File: config.mk
export PLATFORM = sky130hd
export DESIGN_NAME = timer16_wave
export DESIGN_NICKNAME = d
export VERILOG_FILES = /design/src/verilog/timer16_pkg.sv /design/src/verilog/timer16_wave.sv
export SDC_FILE = /design/constraint.sdc
export NUM_CORES = 1
export LEC_CHECK = 0
export ABC_AREA = 0
export ABC_CLOCK_PERIOD_IN_PS = 6500
export BUFFER_PORTS_ARGS = -buffer_cell sky130_fd_sc_hd__buf_4
export CORE_ASPECT_RATIO = 1.5
export CORE_MARGIN = 2
export CORE_UTILIZATION = 50
export CTS_CLUSTER_DIAMETER = 60
export DETAILED_ROUTE_END_ITERATION = 8
export HOLD_SLACK_MARGIN = 0.05
export PLACE_DENSITY = 0.8
export SYNTH_ARGS = -nofsm -noshare
export SYNTH_HDL_FRONTEND = slang
export SYNTH_SLANG_ARGS = --single-unit
File: constraint.sdc
create_clock -name clk_sys -period 6.5 [get_ports clk_sys]
set_input_delay 0.65 -clock clk_sys [delete_from_list [all_inputs] [get_ports clk_sys]]
set_output_delay 0.65 -clock clk_sys [all_outputs]
set_load 0.05 [all_outputs]
File: src/verilog/timer16_pkg.sv
// constants, register map and carrier types for the 16-bit waveform timer
package timer16_pkg;
	// register byte offsets on the apb slave
	localparam logic [7:0] OFF_CTRL = 8'h00;
	localparam logic [7:0] OFF_COUNT = 8'h04;
	localparam logic [7:0] OFF_CMP_A = 8'h08;
	localparam logic [7:0] OFF_CMP_B = 8'h0C;
	localparam logic [7:0] OFF_CAPTOP = 8'h10;
	localparam logic [7:0] OFF_FLAGS = 8'h14;
	// status flag bit positions
	localparam int FLAG_OVF = 0;
	localparam int FLAG_CMP_A = 1;
	localparam int FLAG_CMP_B = 2;
	localparam int FLAG_CAP = 3;
	localparam int FLAG_W = 4;
	localparam int CTRL_W = 15;
	// waveform mode codes
	localparam logic [3:0] MODE_CTC_A = 4'h4;
	localparam logic [3:0] MODE_FAST_8 = 4'h5;
	localparam logic [3:0] MODE_FAST_9 = 4'h6;
	localparam logic [3:0] MODE_FAST_10 = 4'h7;
	localparam logic [3:0] MODE_CTC_CAP = 4'hC;
	localparam logic [3:0] MODE_FAST_CAP = 4'hE;
	localparam logic [3:0] MODE_FAST_A = 4'hF;
	// fixed top values and counter limits
	localparam logic [15:0] TOP_8 = 16'h00FF;
	localparam logic [15:0] TOP_9 = 16'h01FF;
	localparam logic [15:0] TOP_10 = 16'h03FF;
	localparam logic [15:0] COUNT_MAX = 16'hFFFF;
	localparam logic [15:0] COUNT_ZERO = 16'h0000;
	// output action codes
	localparam logic [1:0] ACT_NONE = 2'h0;
	localparam logic [1:0] ACT_TOGGLE = 2'h1;
	localparam logic [1:0] ACT_CLEAR = 2'h2;
	localparam logic [1:0] ACT_SET = 2'h3;
	// prescale terminal counts (factor minus one), select 0 stops the timer
	localparam logic [2:0] CLK_STOP = 3'h0;
	localparam logic [2:0] CLK_DIV_1 = 3'h1;
	localparam logic [2:0] CLK_DIV_8 = 3'h2;
	localparam logic [2:0] CLK_DIV_64 = 3'h3;
	localparam logic [2:0] CLK_DIV_256 = 3'h4;
	localparam logic [9:0] TERM_1 = 10'h000;
	localparam logic [9:0] TERM_8 = 10'h007;
	localparam logic [9:0] TERM_64 = 10'h03F;
	localparam logic [9:0] TERM_256 = 10'h0FF;
	localparam logic [9:0] TERM_1024 = 10'h3FF;

	typedef struct packed {
		logic [2:0] clock_sel;
		logic [1:0] port_out;
		logic [1:0] pin_direction;
		logic [1:0] output_action_b;
		logic [1:0] output_action_a;
		logic [3:0] waveform_mode_select;
	} ctrl_s;

	localparam ctrl_s CTRL_RESET = '0;
endpackage

File: src/verilog/timer16_wave.sv
// 16-bit timer with clear-on-match and fast pwm waveform generation, apb slave
// How it works
// modes 4/12 clear counter on top match
// clear-on-match top unbuffered, late write wraps
// action 1 toggles wave A on match
// pin driven only when direction bit set
// toggle period two times prescale times top+1
// overflow flag on max to zero
// top register flag set at top
// fast pwm counts zero to top, restarts
// fast pwm tops: fixed, capture, compare A
// action 2/3 clear/set on match, opposite at zero
// fast pwm overflow and top flag at top
// fixed top masks high compare bits on write
// fast pwm capture top unbuffered
// compare A buffered, loaded at top
// fast pwm period prescale times top+1
// compare zero spikes, compare top constant
// action 1 toggles A only mode 15
// software keeps variable top at least three
// software keeps top above compare values
// compare flag set on every match
// action zero leaves wave register alone
// nonzero action routes wave to pin
// counting advances only on timer tick
`timescale 1ns/100ps
`default_nettype none
module timer16_wave (
	// clock and reset
	input wire logic clk_sys,
	input wire logic rst_b,
	// apb slave
	input wire logic psel,
	input wire logic penable,
	input wire logic pwrite,
	input wire logic [7:0] paddr,
	input wire logic [31:0] pwdata,
	output logic [31:0] prdata,
	output logic pready,
	output logic pslverr,
	// waveform pins, index 0 is channel A
	output logic [1:0] wave_pin,
	output logic [1:0] wave_pin_oe
);
	localparam int FLAG_W_L = timer16_pkg::FLAG_W;
	localparam int CTRL_WL = timer16_pkg::CTRL_W;
	logic rst_meta_b;
	logic rst_sync_b;
	timer16_pkg::ctrl_s ctrl;
	logic [15:0] counter_value;
	logic [15:0] capture_top_value;
	logic [15:0] compare_value [2];
	logic [15:0] compare_buf [2];
	logic [1:0] wave_out;
	logic [1:0] match;
	logic [1:0] cmp_wr;
	logic [1:0] output_action [2];
	logic [FLAG_W_L-1:0] flags;
	logic [9:0] div_count;
	logic [9:0] div_term;
	logic tick;
	logic block_match;
	logic wr_en;
	logic setup;
	logic cnt_wr;
	logic mode_ctc;
	logic mode_fast;
	logic mode_fixed;
	logic at_top;
	logic [15:0] top;
	logic [15:0] fixed_mask;
	logic [15:0] wr_value;
	logic [15:0] next_count;
	logic [FLAG_W_L-1:0] flag_set;
	logic [FLAG_W_L-1:0] flag_clr;
	logic mapped;
	logic [31:0] next_rdata;

	// reset release through two flops
	always_ff @(posedge clk_sys or negedge rst_b) begin
		if (!rst_b) begin
			rst_meta_b <= 1'b0;
			rst_sync_b <= 1'b0;
		end else begin
			rst_meta_b <= 1'b1;
			rst_sync_b <= rst_meta_b;
		end
	end

	// apb: no wait states, pready raised in the first access phase cycle
	assign setup = psel & ~penable;
	assign wr_en = psel & penable & pready & pwrite;
	assign cnt_wr = wr_en && (paddr == timer16_pkg::OFF_COUNT);
	assign cmp_wr[0] = wr_en && (paddr == timer16_pkg::OFF_CMP_A);
	assign cmp_wr[1] = wr_en && (paddr == timer16_pkg::OFF_CMP_B);

	always_comb begin
		mapped = 1'b1;
		next_rdata = 32'h0000_0000;
		case (paddr)
			timer16_pkg::OFF_CTRL: next_rdata[CTRL_WL-1:0] = ctrl;
			timer16_pkg::OFF_COUNT: next_rdata[15:0] = counter_value;
			timer16_pkg::OFF_CMP_A: next_rdata[15:0] = compare_buf[0];
			timer16_pkg::OFF_CMP_B: next_rdata[15:0] = compare_buf[1];
			timer16_pkg::OFF_CAPTOP: next_rdata[15:0] = capture_top_value;
			timer16_pkg::OFF_FLAGS: next_rdata[FLAG_W_L-1:0] = flags;
			default: mapped = 1'b0;
		endcase
	end

	always_ff @(posedge clk_sys or negedge rst_sync_b) begin
		if (!rst_sync_b) begin
			pready <= 1'b0;
			pslverr <= 1'b0;
			prdata <= 32'h0000_0000;
		end else begin
			pready <= setup;
			pslverr <= setup & ~mapped;
			if (setup && !pwrite) begin
				prdata <= next_rdata;
			end
		end
	end

	always_ff @(posedge clk_sys or negedge rst_sync_b) begin
		if (!rst_sync_b) begin
			ctrl <= timer16_pkg::CTRL_RESET;
		end else if (wr_en && paddr == timer16_pkg::OFF_CTRL) begin
			ctrl <= pwdata[CTRL_WL-1:0];
		end
	end

	// prescaler: restarts whenever the count is reached or the timer stops
	always_comb begin
		case (ctrl.clock_sel)
			timer16_pkg::CLK_DIV_1: div_term = timer16_pkg::TERM_1;
			timer16_pkg::CLK_DIV_8: div_term = timer16_pkg::TERM_8;
			timer16_pkg::CLK_DIV_64: div_term = timer16_pkg::TERM_64;
			timer16_pkg::CLK_DIV_256: div_term = timer16_pkg::TERM_256;
			default: div_term = timer16_pkg::TERM_1024;
		endcase
	end

	always_ff @(posedge clk_sys or negedge rst_sync_b) begin
		if (!rst_sync_b) begin
			div_count <= 10'h000;
			tick <= 1'b0;
		end else if (ctrl.clock_sel == timer16_pkg::CLK_STOP) begin
			div_count <= 10'h000;
			tick <= 1'b0;
		end else if (div_count >= div_term) begin
			div_count <= 10'h000;
			tick <= 1'b1;
		end else begin
			div_count <= div_count + 10'h001;
			tick <= 1'b0;
		end
	end

	// mode decode and top selection
	always_comb begin
		mode_ctc = 1'b0;
		mode_fast = 1'b0;
		mode_fixed = 1'b0;
		top = timer16_pkg::COUNT_MAX;
		fixed_mask = timer16_pkg::COUNT_MAX;
		case (ctrl.waveform_mode_select)
			timer16_pkg::MODE_CTC_A: begin
				mode_ctc = 1'b1;
				top = compare_value[0];
			end
			timer16_pkg::MODE_CTC_CAP: begin
				mode_ctc = 1'b1;
				top = capture_top_value;
			end
			timer16_pkg::MODE_FAST_8: begin
				mode_fast = 1'b1;
				mode_fixed = 1'b1;
				top = timer16_pkg::TOP_8;
			end
			timer16_pkg::MODE_FAST_9: begin
				mode_fast = 1'b1;
				mode_fixed = 1'b1;
				top = timer16_pkg::TOP_9;
			end
			timer16_pkg::MODE_FAST_10: begin
				mode_fast = 1'b1;
				mode_fixed = 1'b1;
				top = timer16_pkg::TOP_10;
			end
			timer16_pkg::MODE_FAST_CAP: begin
				mode_fast = 1'b1;
				top = capture_top_value;
			end
			timer16_pkg::MODE_FAST_A: begin
				mode_fast = 1'b1;
				top = compare_value[0];
			end
			default: begin
				mode_ctc = 1'b0;
			end
		endcase
		if (mode_fixed) begin
			fixed_mask = top;
		end
	end

	// an exact equality check is why a top written below the count is missed
	assign at_top = (mode_ctc || mode_fast) && (counter_value == top);
	assign next_count = at_top ? timer16_pkg::COUNT_ZERO : counter_value + 16'h0001;
	assign wr_value = pwdata[15:0] & fixed_mask;

	always_ff @(posedge clk_sys or negedge rst_sync_b) begin
		if (!rst_sync_b) begin
			counter_value <= timer16_pkg::COUNT_ZERO;
		end else if (cnt_wr) begin
			counter_value <= pwdata[15:0];
		end else if (tick) begin
			counter_value <= next_count;
		end
	end

	// a counter write suppresses matches on the following tick
	always_ff @(posedge clk_sys or negedge rst_sync_b) begin
		if (!rst_sync_b) begin
			block_match <= 1'b0;
		end else if (cnt_wr) begin
			block_match <= 1'b1;
		end else if (tick) begin
			block_match <= 1'b0;
		end
	end

	always_ff @(posedge clk_sys or negedge rst_sync_b) begin
		if (!rst_sync_b) begin
			capture_top_value <= timer16_pkg::COUNT_ZERO;
		end else if (wr_en && paddr == timer16_pkg::OFF_CAPTOP) begin
			capture_top_value <= pwdata[15:0];
		end
	end

	assign output_action[0] = ctrl.output_action_a;
	assign output_action[1] = ctrl.output_action_b;

	// per-channel compare storage, match and waveform register
	for (genvar ch = 0; ch < 2; ch++) begin : g_chan
		assign match[ch] = tick && !block_match && (counter_value == compare_value[ch]);

		always_ff @(posedge clk_sys or negedge rst_sync_b) begin
			if (!rst_sync_b) begin
				compare_buf[ch] <= timer16_pkg::COUNT_ZERO;
			end else if (cmp_wr[ch]) begin
				compare_buf[ch] <= wr_value;
			end
		end

		// pwm loads only at top so a period never sees a half-updated compare
		always_ff @(posedge clk_sys or negedge rst_sync_b) begin
			if (!rst_sync_b) begin
				compare_value[ch] <= timer16_pkg::COUNT_ZERO;
			end else if (mode_fast) begin
				if (tick && at_top) begin
					compare_value[ch] <= compare_buf[ch];
				end
			end else if (cmp_wr[ch]) begin
				compare_value[ch] <= wr_value;
			end
		end

		always_ff @(posedge clk_sys or negedge rst_sync_b) begin
			if (!rst_sync_b) begin
				wave_out[ch] <= 1'b0;
			end else if (mode_fast) begin
				case (output_action[ch])
					timer16_pkg::ACT_TOGGLE: begin
						if (ch == 0 && ctrl.waveform_mode_select == timer16_pkg::MODE_FAST_A && match[ch]) begin
							wave_out[ch] <= ~wave_out[ch];
						end
					end
					// top event wins so compare equal to top gives a steady level
					timer16_pkg::ACT_CLEAR: begin
						if (tick && at_top) begin
							wave_out[ch] <= 1'b1;
						end else if (match[ch]) begin
							wave_out[ch] <= 1'b0;
						end
					end
					timer16_pkg::ACT_SET: begin
						if (tick && at_top) begin
							wave_out[ch] <= 1'b0;
						end else if (match[ch]) begin
							wave_out[ch] <= 1'b1;
						end
					end
					default: begin
						wave_out[ch] <= wave_out[ch];
					end
				endcase
			end else if (match[ch]) begin
				case (output_action[ch])
					timer16_pkg::ACT_TOGGLE: wave_out[ch] <= ~wave_out[ch];
					timer16_pkg::ACT_CLEAR: wave_out[ch] <= 1'b0;
					timer16_pkg::ACT_SET: wave_out[ch] <= 1'b1;
					default: wave_out[ch] <= wave_out[ch];
				endcase
			end
		end

		always_ff @(posedge clk_sys or negedge rst_sync_b) begin
			if (!rst_sync_b) begin
				wave_pin[ch] <= 1'b0;
				wave_pin_oe[ch] <= 1'b0;
			end else begin
				wave_pin[ch] <= (output_action[ch] != timer16_pkg::ACT_NONE) ? wave_out[ch] : ctrl.port_out[ch];
				wave_pin_oe[ch] <= ctrl.pin_direction[ch];
			end
		end
	end

	// status flags: write one to clear, a same-cycle set wins
	always_comb begin
		flag_set = '0;
		flag_set[timer16_pkg::FLAG_OVF] = tick && (mode_fast ? at_top : counter_value == timer16_pkg::COUNT_MAX);
		flag_set[timer16_pkg::FLAG_CMP_A] = match[0];
		flag_set[timer16_pkg::FLAG_CMP_B] = match[1];
		flag_set[timer16_pkg::FLAG_CAP] = tick && at_top && (ctrl.waveform_mode_select == timer16_pkg::MODE_CTC_CAP ||
			ctrl.waveform_mode_select == timer16_pkg::MODE_FAST_CAP);
		flag_clr = (wr_en && paddr == timer16_pkg::OFF_FLAGS) ? pwdata[FLAG_W_L-1:0] : '0;
	end

	always_ff @(posedge clk_sys or negedge rst_sync_b) begin
		if (!rst_sync_b) begin
			flags <= '0;
		end else begin
			flags <= (flags & ~flag_clr) | flag_set;
		end
	end
endmodule
`default_nettype wire

# After elaboration in Yosys (flattened, before gate mapping)
# Index checks and enable logic that the tools add are counted.
totals:
  register_bits: 153
  in_bits: 45
  word_cells: 162
op_classes:
  add_sub_neg: 2
  order_cmp: 1
  n_eq_ne: 33
  n_mux: 46
  bitwise_logic: 13
  n_reduce_logical: 40
op_table:
  columns: ["operator", "count"]
  rows:
  - ["$mux 16", 10]
  - ["$pmux 16 s5", 1]
  - ["$pmux 11 s5", 1]
  - ["$eq 16x16->1", 3]
  - ["$pmux 10 s4", 1]
  - ["$mux 1", 24]
  - ["$pmux 4 s6", 1]
  - ["$mux 10", 2]
  - ["$add 16x1->16 const B", 1]
  - ["$and 16x16->16", 1]
  - ["$eq 16x16->1 const B", 1]
  - ["$eq 4x3->1 const B", 4]
  - ["$eq 8x4->1 const B", 2]
  - ["$eq 8x5->1 const B", 2]
  - ["$logic_and 1x1->1", 15]
  - ["$ne 3x3->1 const B", 5]
  - ["$reduce_bool 2->1", 7]
  - ["$eq 4x4->1 const B", 3]
  - ["$add 10x1->10 const B", 1]
  - ["$ge 10x10->1", 1]
  - ["$reduce_and 5->1", 2]
  - ["$pmux 1 s3", 3]
  - ["$eq 2x2->1 const B", 4]
  - ["$eq 8x3->1 const B", 1]
  - ["24 further kinds", 39]

# Logic depth before layout (Yosys ltp)
# Gate-level depths: netlist of the first run.
logic_depth:
  ltp_word: 9
  mapped_depth: 12
  depth_no_buf: 11

# Least setup slack after synthesis of the first run
# Ideal clock, no wire load.
synth_timing:
  path_kind: "reg-to-reg"
  startpoint: "register ctrl[0] (netlist name)"
  endpoint: "register compare_value[10] (netlist name)"
  setup_ns: 0.125
  arrival_ns: 3.115
  required_ns: 6.375
  path_slack_ns: 3.259
  stages_incl_launch_ff: 12
  synth_period_minus_slack_ns: 3.241
  path_cell_list: "dfrtp_1 -> buf_6 -> buf_2 -> or4_1 -> a31oi_1 -> nand4_1 -> o211a_1 -> or4_4 -> nor4_4 -> nor2_4 -> buf_6 -> mux2_4"
synth_between:
  elab_chain_cells: 8
synth_lines:
  columns: ["element", "line_no", "source"]
  rows:
  - ["start, declared", "timer16_wave.sv:49", "timer16_pkg::ctrl_s ctrl;"]
  - ["start signal, assigned", "timer16_wave.sv:127", "ctrl <= timer16_pkg::CTRL_RESET;"]
  - ["start signal, assigned", "timer16_wave.sv:129", "ctrl <= pwdata[CTRL_WL-1:0];"]
  - ["$eq 4x4->1 or $eq 4x3->1 (tied branches)", "timer16_wave.sv:167", "case (ctrl.waveform_mode_select)"]
  - ["$reduce_or 2->1 (no source line) or $reduce_or 5->1 (tied branches)", null, null]
  - ["$pmux 16 s5 or $mux 1 (tied branches)", "timer16_wave.sv:167", null]
  - ["$eq 16x16->1 or $logic_or 1x1->1 (tied branches)", "timer16_wave.sv:209", "assign at_top = (mode_ctc || mode_fast) && (counter_value == top);"]
  - ["$logic_and 1x1->1", "timer16_wave.sv:209", null]
  - ["$logic_and 1x1->1", "timer16_wave.sv:262", "if (tick && at_top) begin"]
  - ["$ne 2x1->1 (no source line)", null, null]
  - ["$reduce_and 2->1 (no source line)", null, null]
  - ["end signal, assigned by index", "timer16_wave.sv:260", "compare_value[ch] <= timer16_pkg::COUNT_ZERO;"]
  - ["end signal, assigned by index", "timer16_wave.sv:263", "compare_value[ch] <= compare_buf[ch];"]
  - ["end signal, assigned by index", "timer16_wave.sv:266", "compare_value[ch] <= wr_value;"]
  - ["end, declared", "timer16_wave.sv:52", "logic [15:0] compare_value [2];"]
# Several ways; a longest one is shown, not always the timed one. The select of a mux whose other input is x is not followed.
# A chain may end at the register's enable or synchronous reset.

# Worst setup path after layout of the first run
layout_timing:
  startpoint: "register ctrl[0] (netlist name)"
  endpoint: "register compare_value[2] (netlist name)"
# The elaborated chain is that of the path after synthesis.

==> results of run 1 <==
-- routing by layer --
metal	up-vias	wire length (µm)
met3	110	1670
met4	0	2110
met1	3906	9650
li1	3476	-
met5	-	0
met2	357	13400
-- kinds of logic (layout without fill, tap and decap cells) --
logic type | count (synthesis) | count (layout) | synth area share, %
buffers and inverters | 102 | 116 | 5.19
multiplexers | 108 | 108 | 15.2
AND/OR/NAND/NOR | 363 | 363 | 19.2
AO/OA/AOI/OAI | 181 | 181 | 13.0
XOR/XNOR | 48 | 48 | 4.52
adder cells (fa/ha/maj) | 12 | 12 | 1.61
other | 2 | 17 | 0.0808
flip-flops | 153 | 153 | 41.2
-- worst max path at each step --
stage                             end  slack [ns]  cells past startpoint
detailed placement  compare_value[19]        2.11                      9
floorplan                 block_match        1.92                      0
finish               compare_value[2]        1.94                      9
global route         compare_value[4]        1.78                      9
global placement    compare_value[25]        2.18                      9
CTS                 compare_value[31]        2.07                      9
-- cells in the mapped netlist, types with 12 or more instances --
| cell type | number |
|---|---|
| a2111oi_0 | 15 |
| a21oi_1 | 43 |
| a22oi_1 | 17 |
| buf_4 | 16 |
| clkbuf_1 | 50 |
| dfrtp_1 | 153 |
| ha_1 | 12 |
| inv_1 | 22 |
| mux2_2 | 67 |
| mux2_4 | 19 |
| mux4_2 | 12 |
| nand2_1 | 148 |
| nand3_1 | 21 |
| nor2_1 | 72 |
| nor4_1 | 13 |
| o21ai_0 | 41 |
| xnor2_1 | 23 |
| xor2_1 | 25 |
-- sequential cells by signal (all words and copies together) (netlist names), 4 cells and up --
signal and flops:
flags 4, div_count 10, compare_value 32, counter_value 16, ctrl 15, compare_buf 32
prdata 16, capture_top_value 16
-- worst max-delay path: cells and delay by family (launching register included) --
kind | cells | cell delay [ns]
AOI/OAI and AO/OA | 3 | 1.29
buffers and inverters | 1 | 0.43
DFF | 1 | 0.84
muxes | 2 | 0.79
and+or+nand+nor | 3 | 1.05
-- final cells by class --
class / instances / area, µm² / share of cell area [%]
multi-input combinational: 729 / 5060 / 48.8
sequential: 153 / 3830 / 37.0
timing repair buffer: 63 / 475 / 4.59
clock buffer: 18 / 439 / 4.24
tap: 252 / 315 / 3.04
clock inverter: 13 / 154 / 1.49
inverter: 22 / 82.6 / 0.797
-- repair_timing --
item / CTS / global route
hold buffers: 1 / 0
endpoints found under the hold margin: 2 / 0
endpoints found under the setup margin: 0 / 0
-- stage by stage --
stage	area [µm²]	cells	setup WS, ns
2_1_floorplan	9350	984	1.92
3_3_place_gp	9760	1218	2.18
3_5_place_dp	9760	1218	2.11
4_1_cts	10400	1250	2.07
5_1_grt	10400	1250	1.78
6_report	10400	1250	1.94
-- power by group --
group          total, mW  internal [mW]  switching, mW
clock               1.01          0.607          0.399
sequential         0.994          0.972         0.0219
combinational      0.204         0.0598          0.144
total               2.20           1.64          0.565
==> run metrics, run 1 <==
outcome=completed; post-route setup TNS=0 ns; Antenna Cells=0; critical setup path kind=flip-flop to flip-flop; Post-CTS Resized=0; Worst Tran Pin Value=1.29 ns; post-synth top area share=41.2%; worst hold stages=0; Initial Util=50.5%; peak supply drop=0.182 mV; clk slew on worst S/H paths=0.06 ns; dpl hpwl=18500 µm; most used flip-flop cell after synthesis=dfrtp_1; Max Clk Rate=219 MHz; IO Count=83; share of cells above drive strength 1=21.0%; GRT Total Usage=28.7%; TritonRoute pass-1 iters=5; Core Rows=61; Post-Syn Area=0.00930 mm²; top cells by area, synth=dfrtp_1, mux2_2, nand2_1; synth unique cells=76; H-tree Lvls=4; worst-path cell chain=buf_4 -> mux2_1 -> a2111oi_0 -> o41ai_1 -> a32oi_1 -> or4_1 -> nor4_4 -> nor2_4 -> mux2_2; slowest stage delay, CP=0.84 ns; Remaining Overflow, GRT=0; Total Power=2.20 mW; Worst Hold Launch=rst_meta_b; GR Layer Usage met1=33.4%; Post-synth EDFFs=0; power per cell area=213 mW/mm²; DIE WIDTH=115 µm; worst r2r dst=compare_value[2]; ys async rst share=100%; global-route wire length before repair=42400 µm; # setup viols final=0; root buffer cell=clkbuf_16; CTS Sinks=153; Fin Hold WS=0.351 ns; PortBufs=50; Post-Syn Area per Cell=9.60 µm²; slew margin rel.=13.5%; Final min period=4.56 ns; area leader, netlist=dfrtp_1; Setup crit start kind=flip-flop; CTS buffer count=17; initial antenna violation count=0; Routed WL=26900 µm; r2r startpoint=ctrl[0]; FILL cells=1559; commonest non-fill, non-tap cell in the layout=dfrtp_1; vias in the first global route=7610; Die Height=171 µm; GRT Max-Usage Layer=met2; final hold vios=0; final core utilization=56.3%; RSZ-0062 raised after global routing=false; max-slew violation count=0; CTS tree=yes; GRT met3 Usage=5.03%; CP Data Required Time=6.83 ns; Pleak=4.81 nW; synth warn=0; Worst setup EP type=flip-flop; area of the die=0.0197 mm²; WP data arrival=4.89 ns; Tcrit/Tclk final=70.2%; slack of the worst reg-to-reg path=1.94 ns; met2 usage=47.1%; Worst Setup SP=ctrl[0]; most frequent cells in the layout=dfrtp_1, nand2_1, nor2_1; clk_lat worst skew=0.45 ns; FF+latch count, synth=153; WL per Instance=21.5 µm; Post-CTS Setup Repair Bufs=0; Crit-path slowest cell=dfrtp_1; Max Cap Violations=0; Max Fanout on Critical Path=29; Cells after Synth=969; vias per inst=6.28; WHS Endpoint=rst_sync_b; R2R depth=9; Post-DRT Antenna Nets=0; largest net degree at the start of global routing=77; Setup Skew=0.00786 ns; Layout area overhead=11.4%; Nets=1043; 1st-iter DRT viols=765; DR vias=7849; Clock Tree Buf Depth=2; drt drc=0; sequential area share after synthesis=41.2%; worst hold path class=flip-flop to flip-flop; floorplan core area=0.0184 mm²; RePlAce Congestion=0.957
No activity file was read; power rests on OpenSTA's default activity.
==> run 2, diff against run 1 <==
- ABC_CLOCK_PERIOD_IN_PS: 6500 -> 4300
- clock period: 6.5 -> 4.3 ns (I/O delays scaled with it)
==> run metrics, run 2 (same netlist as run 1, synthesis figures left out) <==
Nets=1055 (was 1043); final core utilization=57.4% (was 56.3%); worst r2r dst=counter_value[4] (was compare_value[2]); TritonRoute pass-1 iters=6 (was 5); Top Registers=compare_buf (32), compare_value (32) (unchanged); FILL cells=1576 (was 1559); dpl hpwl=19400 µm (was 18500 µm); WHS Endpoint=capture_top_value[15] (was rst_sync_b); Worst Hold Launch=pwdata[15] (was rst_meta_b); Max Fanout on Critical Path=18 (was 29); worst hold stages=2 (was 0); 1st-iter DRT viols=815 (was 765); Layout area overhead=13.5% (was 11.4%); power per cell area=333 mW/mm² (was 213 mW/mm²); clk slew on worst S/H paths=0.06 ns (about the same); max-slew violation count=0 (unchanged); drt drc=0 (unchanged); final hold vios=0 (unchanged); Post-DRT Antenna Nets=0 (unchanged); WL per Instance=22.0 µm (was 21.5 µm); DR vias=7817 (was 7849); Final min period=3.86 ns (was 4.56 ns); largest net degree at the start of global routing=95 (was 77); CP Data Required Time=4.63 ns (was 6.83 ns); Setup crit start kind=flip-flop (unchanged); Setup Skew=0.00757 ns (was 0.00786 ns); RePlAce Congestion=0.989 (was 0.957); PortBufs=50 (unchanged); Die Height=171 µm (unchanged); Pleak=4.90 nW (was 4.81 nW); WP data arrival=4.19 ns (was 4.89 ns); Initial Util=50.5% (unchanged); Routed WL=27700 µm (was 26900 µm); Antenna Cells=0 (unchanged); post-route setup TNS=0 ns (unchanged); global-route wire length before repair=43500 µm (was 42400 µm); Max Cap Violations=0 (unchanged); R2R depth=9 (unchanged); r2r startpoint=ctrl[0] (unchanged); Clock Tree Buf Depth=2 (unchanged); area of the die=0.0197 mm² (unchanged); root buffer cell=clkbuf_16 (unchanged); Core Rows=61 (unchanged); critical setup path kind=flip-flop to flip-flop (unchanged); CTS Sinks=153 (unchanged); outcome=completed (unchanged); slew margin rel.=27.0% (was 13.5%); DIE WIDTH=115 µm (unchanged); vias in the first global route=7879 (was 7610); clk_lat worst skew=0.45 ns (about the same); GRT Total Usage=29.5% (was 28.7%); CTS tree=yes (unchanged); Worst setup EP type=flip-flop (unchanged); # setup viols final=0 (unchanged); initial antenna violation count=0 (unchanged); vias per inst=6.20 (was 6.28); floorplan core area=0.0184 mm² (unchanged); most frequent cells in the layout=dfrtp_1, nand2_1, nor2_1, buf_4, mux2_2 (was dfrtp_1, nand2_1, nor2_1); peak supply drop=0.289 mV (was 0.182 mV); RSZ-0062 raised after global routing=false (unchanged); worst hold path class=input port to flip-flop (was flip-flop to flip-flop); CTS buffer count=17 (unchanged); Remaining Overflow, GRT=0 (unchanged); Tcrit/Tclk final=89.8% (was 70.2%); commonest non-fill, non-tap cell in the layout=dfrtp_1 (unchanged); slack of the worst reg-to-reg path=0.44 ns (was 1.94 ns); IO Count=83 (unchanged); share of cells above drive strength 1=21.6% (was 21.0%); H-tree Lvls=4 (unchanged); Max Clk Rate=259 MHz (was 219 MHz); Worst Tran Pin Value=1.09 ns (was 1.29 ns)
[run 2: timing repair]
action                    in CTS  in global routing
hold buffers                   1                  0
hold endpoints to repair       2                  0
gates resized for setup        0                  0
setup buffers                  0                  0
[run 2: worst max-delay path by stage]
stage / start / slack, ns / to / depth (start not counted)
2_1_floorplan: ctrl[0] / 1.06 / compare_value[10] / 11
3_3_place_gp: ctrl[0] / 0.58 / counter_value[14] / 9
3_5_place_dp: ctrl[0] / 0.56 / counter_value[14] / 9
4_1_cts: ctrl[0] / 0.54 / counter_value[4] / 9
5_1_grt: ctrl[0] / 0.27 / counter_value[4] / 9
6_report: ctrl[0] / 0.44 / counter_value[4] / 9
[run 2: final cells by class]
| cell class | count | area, µm² | area share (%) |
|---|---|---|---|
| sequential | 153 | 3830 | 36.3 |
| timing repair buffer | 75 | 603 | 5.72 |
| multi-input combinational | 729 | 5060 | 48.0 |
| tap | 252 | 315 | 2.99 |
| clock inverter | 8 | 193 | 1.83 |
| inverter | 22 | 82.6 | 0.783 |
| clock buffer | 22 | 464 | 4.40 |
[run 2: per-stage QoR]
stage          hold slack, ns  cells  total power, mW  worst slack, ns  instance area (µm²)
6_report                0.242   1261             3.51            0.440                10600
5_1_grt                 0.250   1261             3.61            0.266                10600
4_1_cts                 0.237   1261             3.52            0.536                10600
3_5_place_dp            0.214   1230             1.84            0.562                 9880
3_3_place_gp            0.212   1230             1.83            0.577                 9880
2_1_floorplan           0.134    984             1.74             1.06                 9360
[run 2: worst max-delay path, cell delays in order, from the launching register on]
cell     delay [ns]
dfrtp_1        0.62
buf_4          0.33
or4_1          0.52
a31oi_1        0.18
xnor2_1        0.11
or3_1          0.38
nor4_2         0.63
nand2_1        0.53
a31oi_1        0.34
a21oi_1        0.10
[run 2: routing by layer]
layer | part of all wire (%) | track usage, %
met2 | 49 | 48.1
met4 | 8.7 | 21.8
met1 | 37 | 34.3
met3 | 5.5 | 5.38
met5 | 0 | 0
[run 2: where the power goes]
part | internal, mW | switching [mW]
logic | 0.0920 | 0.222
clock network | 1.11 | 0.584
registers | 1.47 | 0.0326
